## src/pkg/write_guard_defs.vh

```
// constants for the serial flash write guard
`ifndef WRITE_GUARD_DEFS_VH
`define WRITE_GUARD_DEFS_VH
// register byte offsets
`define OFF_CONFIG      6'h00
`define OFF_STATUS_BYTE 6'h04
`define OFF_STATE       6'h08
`define OFF_LOCK_SEL    6'h0C
`define OFF_LOCK_VAL    6'h10
// config fields and reset values
`define CFG_DENS_MSB    1
`define CFG_DENS_LSB    0
`define CFG_DENS_RST    2'h2
`define CFG_DENS_MAX    2'h2
// status byte fields
`define SR_WIP          0
`define SR_WEL          1
`define SR_BP_MSB       4
`define SR_BP_LSB       2
`define SR_TB           5
`define SR_STATUS_WRITE_DISABLE_BIT         7
`define SR_BP_RST       3'h0
// state register fields
`define ST_ACTIVE       0
`define ST_DEEP         1
`define ST_PU_DONE      2
`define ST_LAST_OK      3
`define ST_LAST_REF     4
// lock data bits
`define LOCK_GUARD_BIT  0
`define LOCK_FREEZE_BIT 1
// opcodes
`define OP_WREN         8'h06
`define OP_WRDI         8'h04
`define OP_WRSR         8'h01
`define OP_PP           8'h02
`define OP_DIFP         8'hA2
`define OP_SSE          8'h20
`define OP_SE           8'hD8
`define OP_BE           8'hC7
`define OP_DP           8'hB9
`define OP_RES          8'hAB
`define OP_WRLOCK       8'hE5
// frame capture length in bits
`define FRAME_BITS      6'h28
// power-up write delay
`define PUW_TIME_US     10
`define CLK_MHZ         125
`define PUW_CYCLES      (`PUW_TIME_US * `CLK_MHZ)
`endif

```

## src/core/serial_flash_write_guard.v

```verilog
// write protection and power-state gating of a serial flash
//
// The register offsets and register access over Avalon-MM were left to the implementer.
`timescale 1ns/1ns
`include "write_guard_defs.vh"

// Behaviour
// select low means selected and active
// stay active until internal cycles finish
// sleep command enters, wake command leaves
// deep power-down ignores all modifying commands
// modifying command needs clock count multiple eight
// modifying commands need write enable latch
// block modifications until power-up delay expires
// one guard/freeze lock register per sector
// guard bit set fails program/erase there
// freeze bit locks guard/freeze until power-up
// protect pin freezes protect level, disable bit
// bulk erase only with protect level zero
// 16 sectors, top: protect upper areas
// 16 sectors, bottom: protect lower areas
// 32 sectors, top: protect upper areas
// 32 sectors, bottom: protect lower areas
// 64 sectors, top: codes 000 to 010
// 64 sectors, top: codes 011 to 111
// 64 sectors, bottom: protect lower areas
// area or guard bit alone refuses
// power-up clears every freeze bit
module serial_flash_write_guard (
  input  wire        ref_clk,
  input  wire        rst_n,
  input  wire [5:0]  avs_address,
  input  wire        avs_read,
  input  wire        avs_write,
  input  wire [31:0] avs_writedata,
  output reg  [31:0] avs_readdata,
  output reg         avs_waitrequest,
  input  wire        spi_sclk,
  input  wire        spi_cs_n,
  input  wire        spi_mosi,
  input  wire        wp_n,
  input  wire        engine_busy,
  output reg         grant_program,
  output reg         grant_erase,
  output reg         grant_bulk,
  output reg         refuse_pulse,
  output reg  [5:0]  op_sector,
  output reg         power_active,
  output reg         deep_power_down
);

  reg  [2:0]  sclk_s;
  reg  [2:0]  cs_s;
  reg  [1:0]  mosi_s;
  reg  [1:0]  wp_s;
  reg  [39:0] shift_reg;
  reg  [5:0]  bit_total;
  reg  [2:0]  bit_mod;
  reg  [10:0] puw_cnt;
  reg         pu_done_reg;
  reg         wel_reg;
  reg  [2:0]  bp_reg;
  reg         tb_reg;
  reg         status_write_disable_bit_reg;
  reg  [1:0]  dens_reg;
  reg  [5:0]  lock_sel_reg;
  reg  [63:0] guard_reg;
  reg  [63:0] freeze_reg;
  reg         last_ok_reg;
  reg         last_ref_reg;
  wire [63:0] guard_next;
  wire [63:0] freeze_next;

  wire sclk_rise = (sclk_s[2:1] == 2'b01);
  wire frame_end = (cs_s[2:1] == 2'b01);
  wire selected  = ~cs_s[1];
  wire wp_on     = ~wp_s[1];
  wire [7:0] opcode   = shift_reg[39:32];
  wire [7:0] sr_data  = shift_reg[31:24];
  wire [5:0] addr_sec = shift_reg[29:24];
  wire [7:0] tail     = shift_reg[7:0];

  // read words built from field positions, so layout lives in one place
  reg  [7:0]  status_byte;
  reg  [4:0]  state_bits;
  reg  [1:0]  lock_bits;
  always @* begin
    status_byte                        = 8'h00;
    status_byte[`SR_WIP]               = engine_busy;
    status_byte[`SR_WEL]               = wel_reg;
    status_byte[`SR_BP_MSB:`SR_BP_LSB] = bp_reg;
    status_byte[`SR_TB]                = tb_reg;
    status_byte[`SR_STATUS_WRITE_DISABLE_BIT]              = status_write_disable_bit_reg;
    state_bits                         = 5'h00;
    state_bits[`ST_ACTIVE]             = power_active;
    state_bits[`ST_DEEP]               = deep_power_down;
    state_bits[`ST_PU_DONE]            = pu_done_reg;
    state_bits[`ST_LAST_OK]            = last_ok_reg;
    state_bits[`ST_LAST_REF]           = last_ref_reg;
    lock_bits                          = 2'h0;
    lock_bits[`LOCK_GUARD_BIT]         = guard_reg[lock_sel_reg];
    lock_bits[`LOCK_FREEZE_BIT]        = freeze_reg[lock_sel_reg];
  end

  // area decode shared by all densities; density picks size and all-level
  function area_prot;
    input [2:0] bp;
    input       tb;
    input [1:0] dens;
    input [5:0] sec;
    reg   [6:0] n;
    reg   [6:0] mask;
    reg   [6:0] cnt;
    reg   [6:0] s;
    begin
      n    = 7'h10 << dens;
      mask = n - 7'h01;
      s    = {1'b0, sec} & mask;
      cnt  = 7'h01 << (bp - 3'h1);
      if (bp == 3'h0) begin
        area_prot = 1'b0;
      end else if ({1'b0, bp} >= (4'h5 + {2'h0, dens})) begin
        area_prot = 1'b1;
      end else if (tb) begin
        area_prot = (s < cnt);
      end else begin
        area_prot = (s >= (n - cnt));
      end
    end
  endfunction

  // pins are asynchronous to ref_clk; edge detect looks at stages 1 and 2 only
  always @(posedge ref_clk or negedge rst_n) begin
    if (!rst_n) begin
      sclk_s <= 3'h0;
      cs_s   <= 3'h7;
      mosi_s <= 2'h0;
      wp_s   <= 2'h3;
    end else begin
      sclk_s <= {sclk_s[1:0], spi_sclk};
      cs_s   <= {cs_s[1:0], spi_cs_n};
      mosi_s <= {mosi_s[0], spi_mosi};
      wp_s   <= {wp_s[0], wp_n};
    end
  end

  // frame capture, left aligned so short commands still find the opcode
  always @(posedge ref_clk or negedge rst_n) begin
    if (!rst_n) begin
      shift_reg <= 40'h0;
      bit_total <= 6'h0;
      bit_mod   <= 3'h0;
    end else if (frame_end) begin
      shift_reg <= 40'h0;
      bit_total <= 6'h0;
      bit_mod   <= 3'h0;
    end else if (selected && sclk_rise) begin
      if (bit_total < `FRAME_BITS) begin
        shift_reg[6'h27 - bit_total] <= mosi_s[1];
      end
      // saturate so an overlong frame cannot wrap into a short one
      if (bit_total != 6'h3F) begin
        bit_total <= bit_total + 6'h01;
      end
      bit_mod <= bit_mod + 3'h1;
    end
  end

  // power-up write delay after reset release
  always @(posedge ref_clk or negedge rst_n) begin
    if (!rst_n) begin
      puw_cnt     <= 11'h0;
      pu_done_reg <= 1'b0;
    end else if (!pu_done_reg) begin
      // halts once done, so it cannot wrap and reopen the gate
      if (puw_cnt == `PUW_CYCLES - 1) begin
        pu_done_reg <= 1'b1;
      end
      puw_cnt <= puw_cnt + 11'h001;
    end
  end

  // command judgement at frame end
  reg is_mod;
  reg is_prog;
  reg is_erase;
  reg is_bulk;
  reg gate_ok;
  reg target_prot;
  always @* begin
    is_prog  = (opcode == `OP_PP) || (opcode == `OP_DIFP);
    is_erase = (opcode == `OP_SE) || (opcode == `OP_SSE);
    is_bulk  = (opcode == `OP_BE);
    is_mod   = is_prog || is_erase || is_bulk || (opcode == `OP_WRSR) ||
               (opcode == `OP_WRLOCK);
    gate_ok  = (bit_mod == 3'h0) && (bit_total != 6'h0) &&
               wel_reg &&
               pu_done_reg &&
               !deep_power_down &&
               !engine_busy;
    target_prot = area_prot(bp_reg, tb_reg, dens_reg, addr_sec) ||
                  guard_reg[addr_sec];
  end

  wire judge     = frame_end && (bit_total != 6'h0);
  wire mod_ok    = judge && is_mod && gate_ok;
  wire ok_prog   = mod_ok && is_prog && !target_prot;
  wire ok_erase  = mod_ok && is_erase && !target_prot;
  wire ok_bulk   = mod_ok && is_bulk && (bp_reg == 3'h0);
  wire ok_wrsr   = mod_ok && (opcode == `OP_WRSR);
  wire ok_lock   = mod_ok && (opcode == `OP_WRLOCK);
  wire accepted  = ok_prog || ok_erase || ok_bulk || ok_wrsr || ok_lock;
  // a sleeping device stays silent: no refusal pulse either
  wire refused   = judge && is_mod && !accepted && !deep_power_down;
  wire plain_ok  = judge && (bit_mod == 3'h0) && !deep_power_down;
  // wake must be heard while asleep, so it skips the sleep gate
  wire wake_ok   = judge && (bit_mod == 3'h0) && (opcode == `OP_RES);

  // per-sector lock registers; a frozen sector ignores the write
  genvar i;
  generate
    for (i = 0; i < 64; i = i + 1) begin : g_lock
      wire hit = ok_lock && (addr_sec == i) && !freeze_reg[i];
      assign guard_next[i]  = hit ? tail[`LOCK_GUARD_BIT] : guard_reg[i];
      assign freeze_next[i] = hit ? tail[`LOCK_FREEZE_BIT] : freeze_reg[i];
    end
  endgenerate

  always @(posedge ref_clk or negedge rst_n) begin
    if (!rst_n) begin
      guard_reg  <= 64'h0;
      freeze_reg <= 64'h0;
    end else begin
      guard_reg  <= guard_next;
      freeze_reg <= freeze_next;
    end
  end

  // active while selected, and after deselect while the engine works
  always @(posedge ref_clk or negedge rst_n) begin
    if (!rst_n) begin
      power_active <= 1'b0;
    end else begin
      power_active <= selected || engine_busy;
    end
  end

  // status byte, write enable latch and power state
  always @(posedge ref_clk or negedge rst_n) begin
    if (!rst_n) begin
      wel_reg         <= 1'b0;
      bp_reg          <= `SR_BP_RST;
      tb_reg          <= 1'b0;
      status_write_disable_bit_reg        <= 1'b0;
      deep_power_down <= 1'b0;
    end else begin
      if (wake_ok) begin
        deep_power_down <= 1'b0;
      end else if (plain_ok && (opcode == `OP_DP)) begin
        deep_power_down <= 1'b1;
      end
      if (plain_ok && (opcode == `OP_WREN)) begin
        wel_reg <= 1'b1;
      end else if ((plain_ok && (opcode == `OP_WRDI)) || accepted) begin
        wel_reg <= 1'b0;
      end
      if (ok_wrsr) begin
        tb_reg <= sr_data[`SR_TB];
        if (!wp_on) begin
          bp_reg   <= sr_data[`SR_BP_MSB:`SR_BP_LSB];
          status_write_disable_bit_reg <= sr_data[`SR_STATUS_WRITE_DISABLE_BIT];
        end
      end
    end
  end

  // grants and refusals, one-cycle pulses
  always @(posedge ref_clk or negedge rst_n) begin
    if (!rst_n) begin
      grant_program <= 1'b0;
      grant_erase   <= 1'b0;
      grant_bulk    <= 1'b0;
      refuse_pulse  <= 1'b0;
      op_sector     <= 6'h0;
      last_ok_reg   <= 1'b0;
      last_ref_reg  <= 1'b0;
    end else begin
      grant_program <= ok_prog;
      grant_erase   <= ok_erase;
      grant_bulk    <= ok_bulk;
      refuse_pulse  <= refused;
      if (judge && is_mod) begin
        op_sector    <= addr_sec;
        last_ok_reg  <= accepted;
        last_ref_reg <= refused;
      end
    end
  end

  // avalon slave: one wait cycle, then the access completes
  wire req = avs_read || avs_write;
  reg [31:0] rd_mux;
  always @* begin
    case (avs_address)
      `OFF_CONFIG:      rd_mux = {30'h0, dens_reg};
      `OFF_STATUS_BYTE: rd_mux = {24'h0, status_byte};
      `OFF_STATE:       rd_mux = {27'h0, state_bits};
      `OFF_LOCK_SEL:    rd_mux = {26'h0, lock_sel_reg};
      `OFF_LOCK_VAL:    rd_mux = {30'h0, lock_bits};
      default:          rd_mux = 32'h0;
    endcase
  end

  always @(posedge ref_clk or negedge rst_n) begin
    if (!rst_n) begin
      avs_waitrequest <= 1'b1;
      avs_readdata    <= 32'h0;
      dens_reg        <= `CFG_DENS_RST;
      lock_sel_reg    <= 6'h0;
    end else begin
      if (req && avs_waitrequest) begin
        avs_waitrequest <= 1'b0;
      end else begin
        avs_waitrequest <= 1'b1;
      end
      if (avs_read && avs_waitrequest) begin
        avs_readdata <= rd_mux;
      end
      if (avs_write && !avs_waitrequest) begin
        if (avs_address == `OFF_CONFIG) begin
          // density 3 is not a real part; clamp to the largest
          if (avs_writedata[`CFG_DENS_MSB:`CFG_DENS_LSB] > `CFG_DENS_MAX) begin
            dens_reg <= `CFG_DENS_MAX;
          end else begin
            dens_reg <= avs_writedata[`CFG_DENS_MSB:`CFG_DENS_LSB];
          end
        end
        if (avs_address == `OFF_LOCK_SEL) begin
          lock_sel_reg <= avs_writedata[5:0];
        end
      end
    end
  end

endmodule

```

## config.mk

```make
export PLATFORM = sky130hd
export DESIGN_NAME = serial_flash_write_guard
export DESIGN_NICKNAME = d
export VERILOG_FILES = /design/src/core/serial_flash_write_guard.v
export VERILOG_INCLUDE_DIRS = /design/src /design/src/pkg
export SDC_FILE = /design/constraint.sdc
export NUM_CORES = 1
export LEC_CHECK = 0
export ABC_AREA = 1
export BUFFER_PORTS_ARGS = -buffer_cell sky130_fd_sc_hd__buf_2
export CORE_MARGIN = 8
export CORE_UTILIZATION = 50
export CTS_CLUSTER_SIZE = 20
export DETAILED_ROUTE_END_ITERATION = 8
export PLACE_DENSITY = 0.68
export RECOVER_POWER = 25
export SYNTH_ARGS = -nofsm -noshare
export SYNTH_HDL_FRONTEND = slang
export SYNTH_SLANG_ARGS = --single-unit
```

## constraint.sdc

```tcl
create_clock -name ref_clk -period 7.13 [get_ports ref_clk]
set_input_delay 1.0695 -clock ref_clk [delete_from_list [all_inputs] [get_ports ref_clk]]
set_output_delay 1.0695 -clock ref_clk [all_outputs]
set_load 0.1 [all_outputs]
```

# Word level (Yosys, flattened, before mapping)
# Cells that the tools add are included.
dict set report word_totals {
  reg_bits 260
  latchBits 0
  ramBits 0
  mem_bits_ro 0
  out_inout_bits 45
  wordCells 541
  mem_count 0
}
dict set report classes {
  n_addsub 8
  mul 0
  n_div 0
  n_lt_le_gt_ge 9
  n_eq_ne 82
  shifts 2
  n_mux 29
  n_bitwise 2
  n_reduce_logical 255
}
# op count
set op_table {}
lappend op_table {{$eq A6 B6 Y1 const B} 32}
lappend op_table {{$logic_and A1 B1 Y1} 157}
lappend op_table {{$mux W40} 3}
lappend op_table {{$eq A6 B5 Y1 const B} 17}
lappend op_table {{$logic_not A1 Y1} 69}
lappend op_table {{$eq A6 B4 Y1 const B} 10}
lappend op_table {{$eq A8 B8 Y1 const B} 6}
lappend op_table {{$bwmux W40} 1}
lappend op_table {{$pmux W8 S5} 1}
lappend op_table {{$eq A6 B3 Y1 const B} 5}
lappend op_table {{$lt A6 B7 Y1 const B} 3}
lappend op_table {{$bmux W1 S6} 3}
lappend op_table {{$mux W6} 3}
lappend op_table {{$eq A8 B3 Y1 const B} 2}
lappend op_table {{$logic_or A1 B1 Y1} 14}
lappend op_table {{$mux W1} 14}
lappend op_table {{$eq A6 B2 Y1 const B} 2}
lappend op_table {{$logic_not A6 Y1} 2}
lappend op_table {{$add A11 B1 Y11 const B} 1}
lappend op_table {{$eq A11 B11 Y1 const B} 1}
lappend op_table {{$reduce_and A2 Y1} 5}
lappend op_table {{$reduce_bool A2 Y1} 5}
lappend op_table {{$eq A8 B1 Y1 const B} 1}
lappend op_table {{$eq A8 B2 Y1 const B} 1}
lappend op_table {{other kinds (26)} 29}

# Logic depth before layout (Yosys ltp)
dict set report depth {
  word_depth 17
  ltp_mapped 22
  mapped_depth_nobuf 22
}

# Least setup slack after synthesis
# OpenSTA, ideal clock, no wires.
dict set report synth_path {
  path_kind {reg2reg}
  startpoint {register dens_reg[1], in the netlist area_prot.dens[1]}
  endpoint {register last_ref_reg}
  t_arrival_ns 2.355
  slack_ns 4.656
  stages_incl_launch_ff 18
  cell_sequence {dfstp_2 > inv_1 > ha_1 > ha_1 > xor2_1 > ha_1 > a21oi_1 > nand2_1 > nand2_1 > nand2_1 > nand3_1 > nand3_1 > nand2_1 > nand2_1 > nor2_4 > nor2_4 > nand3_2 > nand2_1}
}
dict set report synth_between {
  elab_chain_cells 17
  elab_cells_between_ends 22
  cone_classes {add/sub (3); order compare (3); shift (1); mux (3); bitwise (1); reduce/logical (11)}
}
# item line_no
set synth_lines {}
lappend synth_lines {{from (decl)} serial_flash_write_guard.v:65} ;# reg [1:0] dens_reg;
lappend synth_lines {{from (signal assigned)} serial_flash_write_guard.v:318} ;# dens_reg <= `CFG_DENS_RST;
lappend synth_lines {{from (signal assigned)} serial_flash_write_guard.v:333} ;# dens_reg <= `CFG_DENS_MAX;
lappend synth_lines {{from (signal assigned)} serial_flash_write_guard.v:335} ;# dens_reg <= avs_writedata[`CFG_DENS_MSB:`CFG_DENS_LSB];
lappend synth_lines {{$shl A5 B2 Y7} serial_flash_write_guard.v:116} ;# n = 7'h10 << dens;
lappend synth_lines {{$sub A7 B1 Y7} serial_flash_write_guard.v:117} ;# mask = n - 7'h01;
lappend synth_lines {{$and A6 B7 Y7} serial_flash_write_guard.v:118} ;# s = {1'b0, sec} & mask;
lappend synth_lines {{$ge A7 B7 Y1 or $lt A7 B7 Y1 (tied branches)} {serial_flash_write_guard.v:127, serial_flash_write_guard.v:125}}
lappend synth_lines {{$mux W1} serial_flash_write_guard.v:124} ;# end else if (tb) begin
lappend synth_lines {{$mux W1 *} serial_flash_write_guard.v:122} ;# end else if ({1'b0, bp} >= (4'h5 + {2'h0, dens})) begin
lappend synth_lines {{$mux W1 *} serial_flash_write_guard.v:120} ;# if (bp == 3'h0) begin
lappend synth_lines {{$logic_or A1 B1 Y1 *} serial_flash_write_guard.v:201} ;# target_prot = area_prot(bp_reg, tb_reg, dens_reg, addr_sec) ||
lappend synth_lines {{$logic_not A1 Y1 *} serial_flash_write_guard.v:208} ;# wire ok_erase = mod_ok && is_erase && !target_prot;
lappend synth_lines {{$logic_and A1 B1 Y1 *} serial_flash_write_guard.v:208}
lappend synth_lines {{via ok_erase} serial_flash_write_guard.v:208}
lappend synth_lines {{$logic_or A1 B1 Y1 * (4 in series)} serial_flash_write_guard.v:212} ;# wire accepted = ok_prog || ok_erase || ok_bulk || ok_wrsr || ok_lock;
lappend synth_lines {{$logic_not A1 Y1 *} serial_flash_write_guard.v:214} ;# wire refused = judge && is_mod && !accepted && !deep_power_down;
lappend synth_lines {{$logic_and A1 B1 Y1 * (2 in series)} serial_flash_write_guard.v:214}
lappend synth_lines {{to (signal assigned)} serial_flash_write_guard.v:295} ;# last_ref_reg <= refused;
lappend synth_lines {{to (decl)} serial_flash_write_guard.v:70} ;# reg last_ref_reg;
# Mark *: on every way through the listed nets, which the timed path passes. The rest lies on a longest branch.
# A chain may end at the register's enable or synchronous reset.

# Final worst setup path
dict set report layout_path {
  startpoint {register cs_s[1]}
  endpoint {register shift_reg[38]}
}
dict set report layout_between {
  elab_chain_cells 4
  elab_cells_between_ends 7
  cone_classes {eq/ne (1); mux (1); bitwise (1); reduce/logical (4)}
}
# item line_no
set layout_lines {}
lappend layout_lines {{from (decl)} serial_flash_write_guard.v:53} ;# reg [2:0] cs_s;
lappend layout_lines {{from (signal assigned)} serial_flash_write_guard.v:141} ;# cs_s <= {cs_s[1:0], spi_cs_n};
lappend layout_lines {{parallel branches: the longest is 4 deep, another holds $eq A2 B1 Y1} n/a}
lappend layout_lines {{to (signal, indexed assignment)} serial_flash_write_guard.v:159} ;# shift_reg[6'h27 - bit_total] <= mosi_s[1];
lappend layout_lines {{to (decl)} serial_flash_write_guard.v:56} ;# reg [39:0] shift_reg;
# Parallel ways; which one is timed is not known.

==> key figures <==
Finish
  – Layout cells sized above 1: 8.37%
  – Antenna Cells: 0
  – Nets: 1490
  – Fin util: 55.2%
  – Area occupied by multi-input gates: 0.00495 mm^2
  – Area grow syn2layout: 9.59%
  – Fillers: 2062
  – Finished Layout Cells: 1718
  – Total area of sequential cells: 0.00531 mm^2
  – Post-Layout Inst Area: 0.0124 mm^2

Yosys
  – Most frequent cell after synthesis: nand2_1
  – EDFF count, synth: 0
  – Area leader, netlist: dfrtp_1
  – Yosys top cell area share: 45.4%
  – Async set-or-reset flop fraction in the synthesized netlist: 100%
  – Synth cell types: 49
  – Top FF cell, synth: dfrtp_1
  – Syn Area/Cell: 8.09 um^2
  – Sequential share of the synthesized area: 47.0%
  – Synthesized area: 0.0113 mm^2
  – Synth area leaders: dfrtp_1, nand2_1, o21ai_0
  – Gate Count Post-Synth: 1397
  – Top cells by count, synth: nand2_1, dfrtp_1, inv_1, o21ai_0, nor2_1
  – Yosys reg bits: 212
  – Ys Warns: 0

Timing
  – Least-Margin Pin Slew: 1.11 ns
  – WHS: 0.354 ns
  – Final Hold Fails: 0
  – Min cycle time layout: 3.15 ns
  – Worst Clk Skew: 0.0223 ns
  – Slew Viols, Final: 0
  – Achievable Freq: 317 MHz
  – Rel. slew slack: 26.2%
  – RSZ-0062 raised after global routing: no
  – Setup TNS: 0 ns
  – Tcrit/Tclk final: 44.2%
  – Min setup slack post-route: 3.98 ns
  – Final Setup Violations: 0

Setup path
  – CP bufs+invs: 2
  – CP max FO: 26
  – Crit path DAT: 3.55 ns
  – Crit Path Class: reg -> reg
  – Crit-path max cell delay: 0.64 ns
  – Critical path's top delay family: compound AO/OA/AOI/OAI gates
  – Critical-path top delay cell: clkinv_1
  – Crit-path cells: inv_1 -> nor2_1 -> clkinv_1 -> a31oi_1 -> nand3_1 -> o31ai_1
  – Worst path required time: 7.53 ns
  – Setup crit end kind: flop
  – Crit start category: flop

Power
  – Leak: 5.82 nW
  – Seq pwr share: 44.1%
  – Clock Power Share: 43.4%
  – Logic gate share of total power: 12.5%
  – Max VDD drop: 0.000196 V
  – Power Density: 234 mW/mm^2
  – Switching power: 0.815 mW
  – Net Sw Frac: 28.1%
  – PnR Total Power: 2.90 mW
  – Power Internal: 2.08 mW

Routing
  – Total number of vias: 9799
  – DR WL/cell: 17.6 um
  – Vias per inst: 5.70
  – Initial DRC count: 1025
  – Antenna-violating nets left: 0
  – DR pass1 iterations: 5
  – WL final: 30300 um
  – Residual DRC: 0

GRT
  – Global-route wire length before repair: 50100 um
  – GR Util All Layers: 21.8%
  – Initial antenna violation count: 0
  – GRT overflow: 0
  – Vias in the first global route: 9542
  – Largest net degree at the start of global routing: 95

Placed design
  – Inst Count DP: 1673
  – Pre-CTS WS: 3.91 ns
  – Placed Area: 0.0116 mm^2
  – GPL Wtd Cong: 0.865
  – IO Port Bufs: 40
  – Hpwl dp: 19700 um

CTS
  – H-tree depth: 1
  – CTS sink cnt: 212
  – Worst-path clk slew: 0.06 ns
  – Max Root-Sink Buffers: 3
  – Post_cts resized: 0
  – Total CTS buffers: 25
  – Hold_buf cts: 0
  – CTS root buf: clkbuf_16
  – CTS tree: yes
  – Clk_lat worst skew: 0.52 ns
  – Postcts setup bufs: 0

Die
  – Die W: 166 um
  – Standard-cell rows: 55
  – Initial Utilization: 50.4%
  – Chip height: 166 um
  – Core footprint: 0.0224 mm^2
  – Die area: 0.0277 mm^2
  – Ports: 92

Hold path
  – Hold Crit Class: reg -> reg

Run status
  – Status: completed

Run
  – Maxcap violations: 0
[area by class of cell]
cell class              instances  area share [%]
repair buffers                 51            2.36
clock buffers                  38            6.01
well taps                     285            2.88
inverters                     175            5.30
multi-input cells             950            40.0
clock inverters                 7           0.576
flip-flops and latches        212            42.9
[kinds of logic after synthesis]
group / synth area share [%]
DFF: 47.0
buffers and inverters: 9.98
other: 0.0332
AOI/OAI and AO/OA: 18.2
adders and majority gates: 3.10
and+or+nand+nor: 20.3
xor gates and xnor gates: 1.32
[power groups by stage]
stage	combinational, mW	sequential, mW	clock, mW
after floorplan	0.259	1.30	0
after global placement	0.356	1.29	0
after detailed placement	0.360	1.30	0
after CTS	0.362	1.27	1.28
after global routing	0.405	1.28	1.33
final	0.363	1.28	1.26
[cells in the final DEF (no fill, tap or decap), types with 20 or more instances in the layout]
cell | netlist | routed
ha_1 | 28 | 28
clkbuf_16 | 0 | 25
nand2_1 | 229 | 229
dfrtp_1 | 205 | 205
buf_2 | 2 | 39
nor2_1 | 111 | 111
o21ai_1 | 109 | 109
nand3_1 | 52 | 52
o21ai_0 | 134 | 134
o22ai_1 | 20 | 20
a21oi_1 | 67 | 67
conb_1 | 1 | 25
nand4_1 | 79 | 79
inv_1 | 168 | 166
[path summary, 6_finish.rpt]
| check | from | to | slack, ns | cells past startpoint |
|---|---|---|---|---|
| worst max-delay path | cs_s[1] | shift_reg[38] | 3.98 | 6 |
| worst min-delay path | mosi_s[0] | mosi_s[1] | 0.35 | 0 |
| worst max register to register | cs_s[1] | shift_reg[38] | 3.98 | 6 |
| worst min register to register | mosi_s[0] | mosi_s[1] | 0.35 | 0 |
| max in group asynchronous | rst_n | sclk_s[0] | 5.18 | 2 |
| min in group asynchronous | rst_n | freeze_reg[15] | 0.56 | 1 |
[per-layer routing]
layer  vias to the layer above  part of all wire (%)  track usage, %
li1                       4741                     -               -
met4                         0                   3.5            8.66
met1                      4621                    44            29.4
met5                         -                     0               0
met2                       371                    46            34.8
met3                        66                   6.8            3.45
[worst register-to-register path: cells and delay by family (launching register included)]
kind | cells | cell delay, ns
buf+inv | 2 | 0.70
compound gates | 2 | 0.93
simple gates | 2 | 0.81
flops | 1 | 0.59
Power figures use the tool's default switching activity.
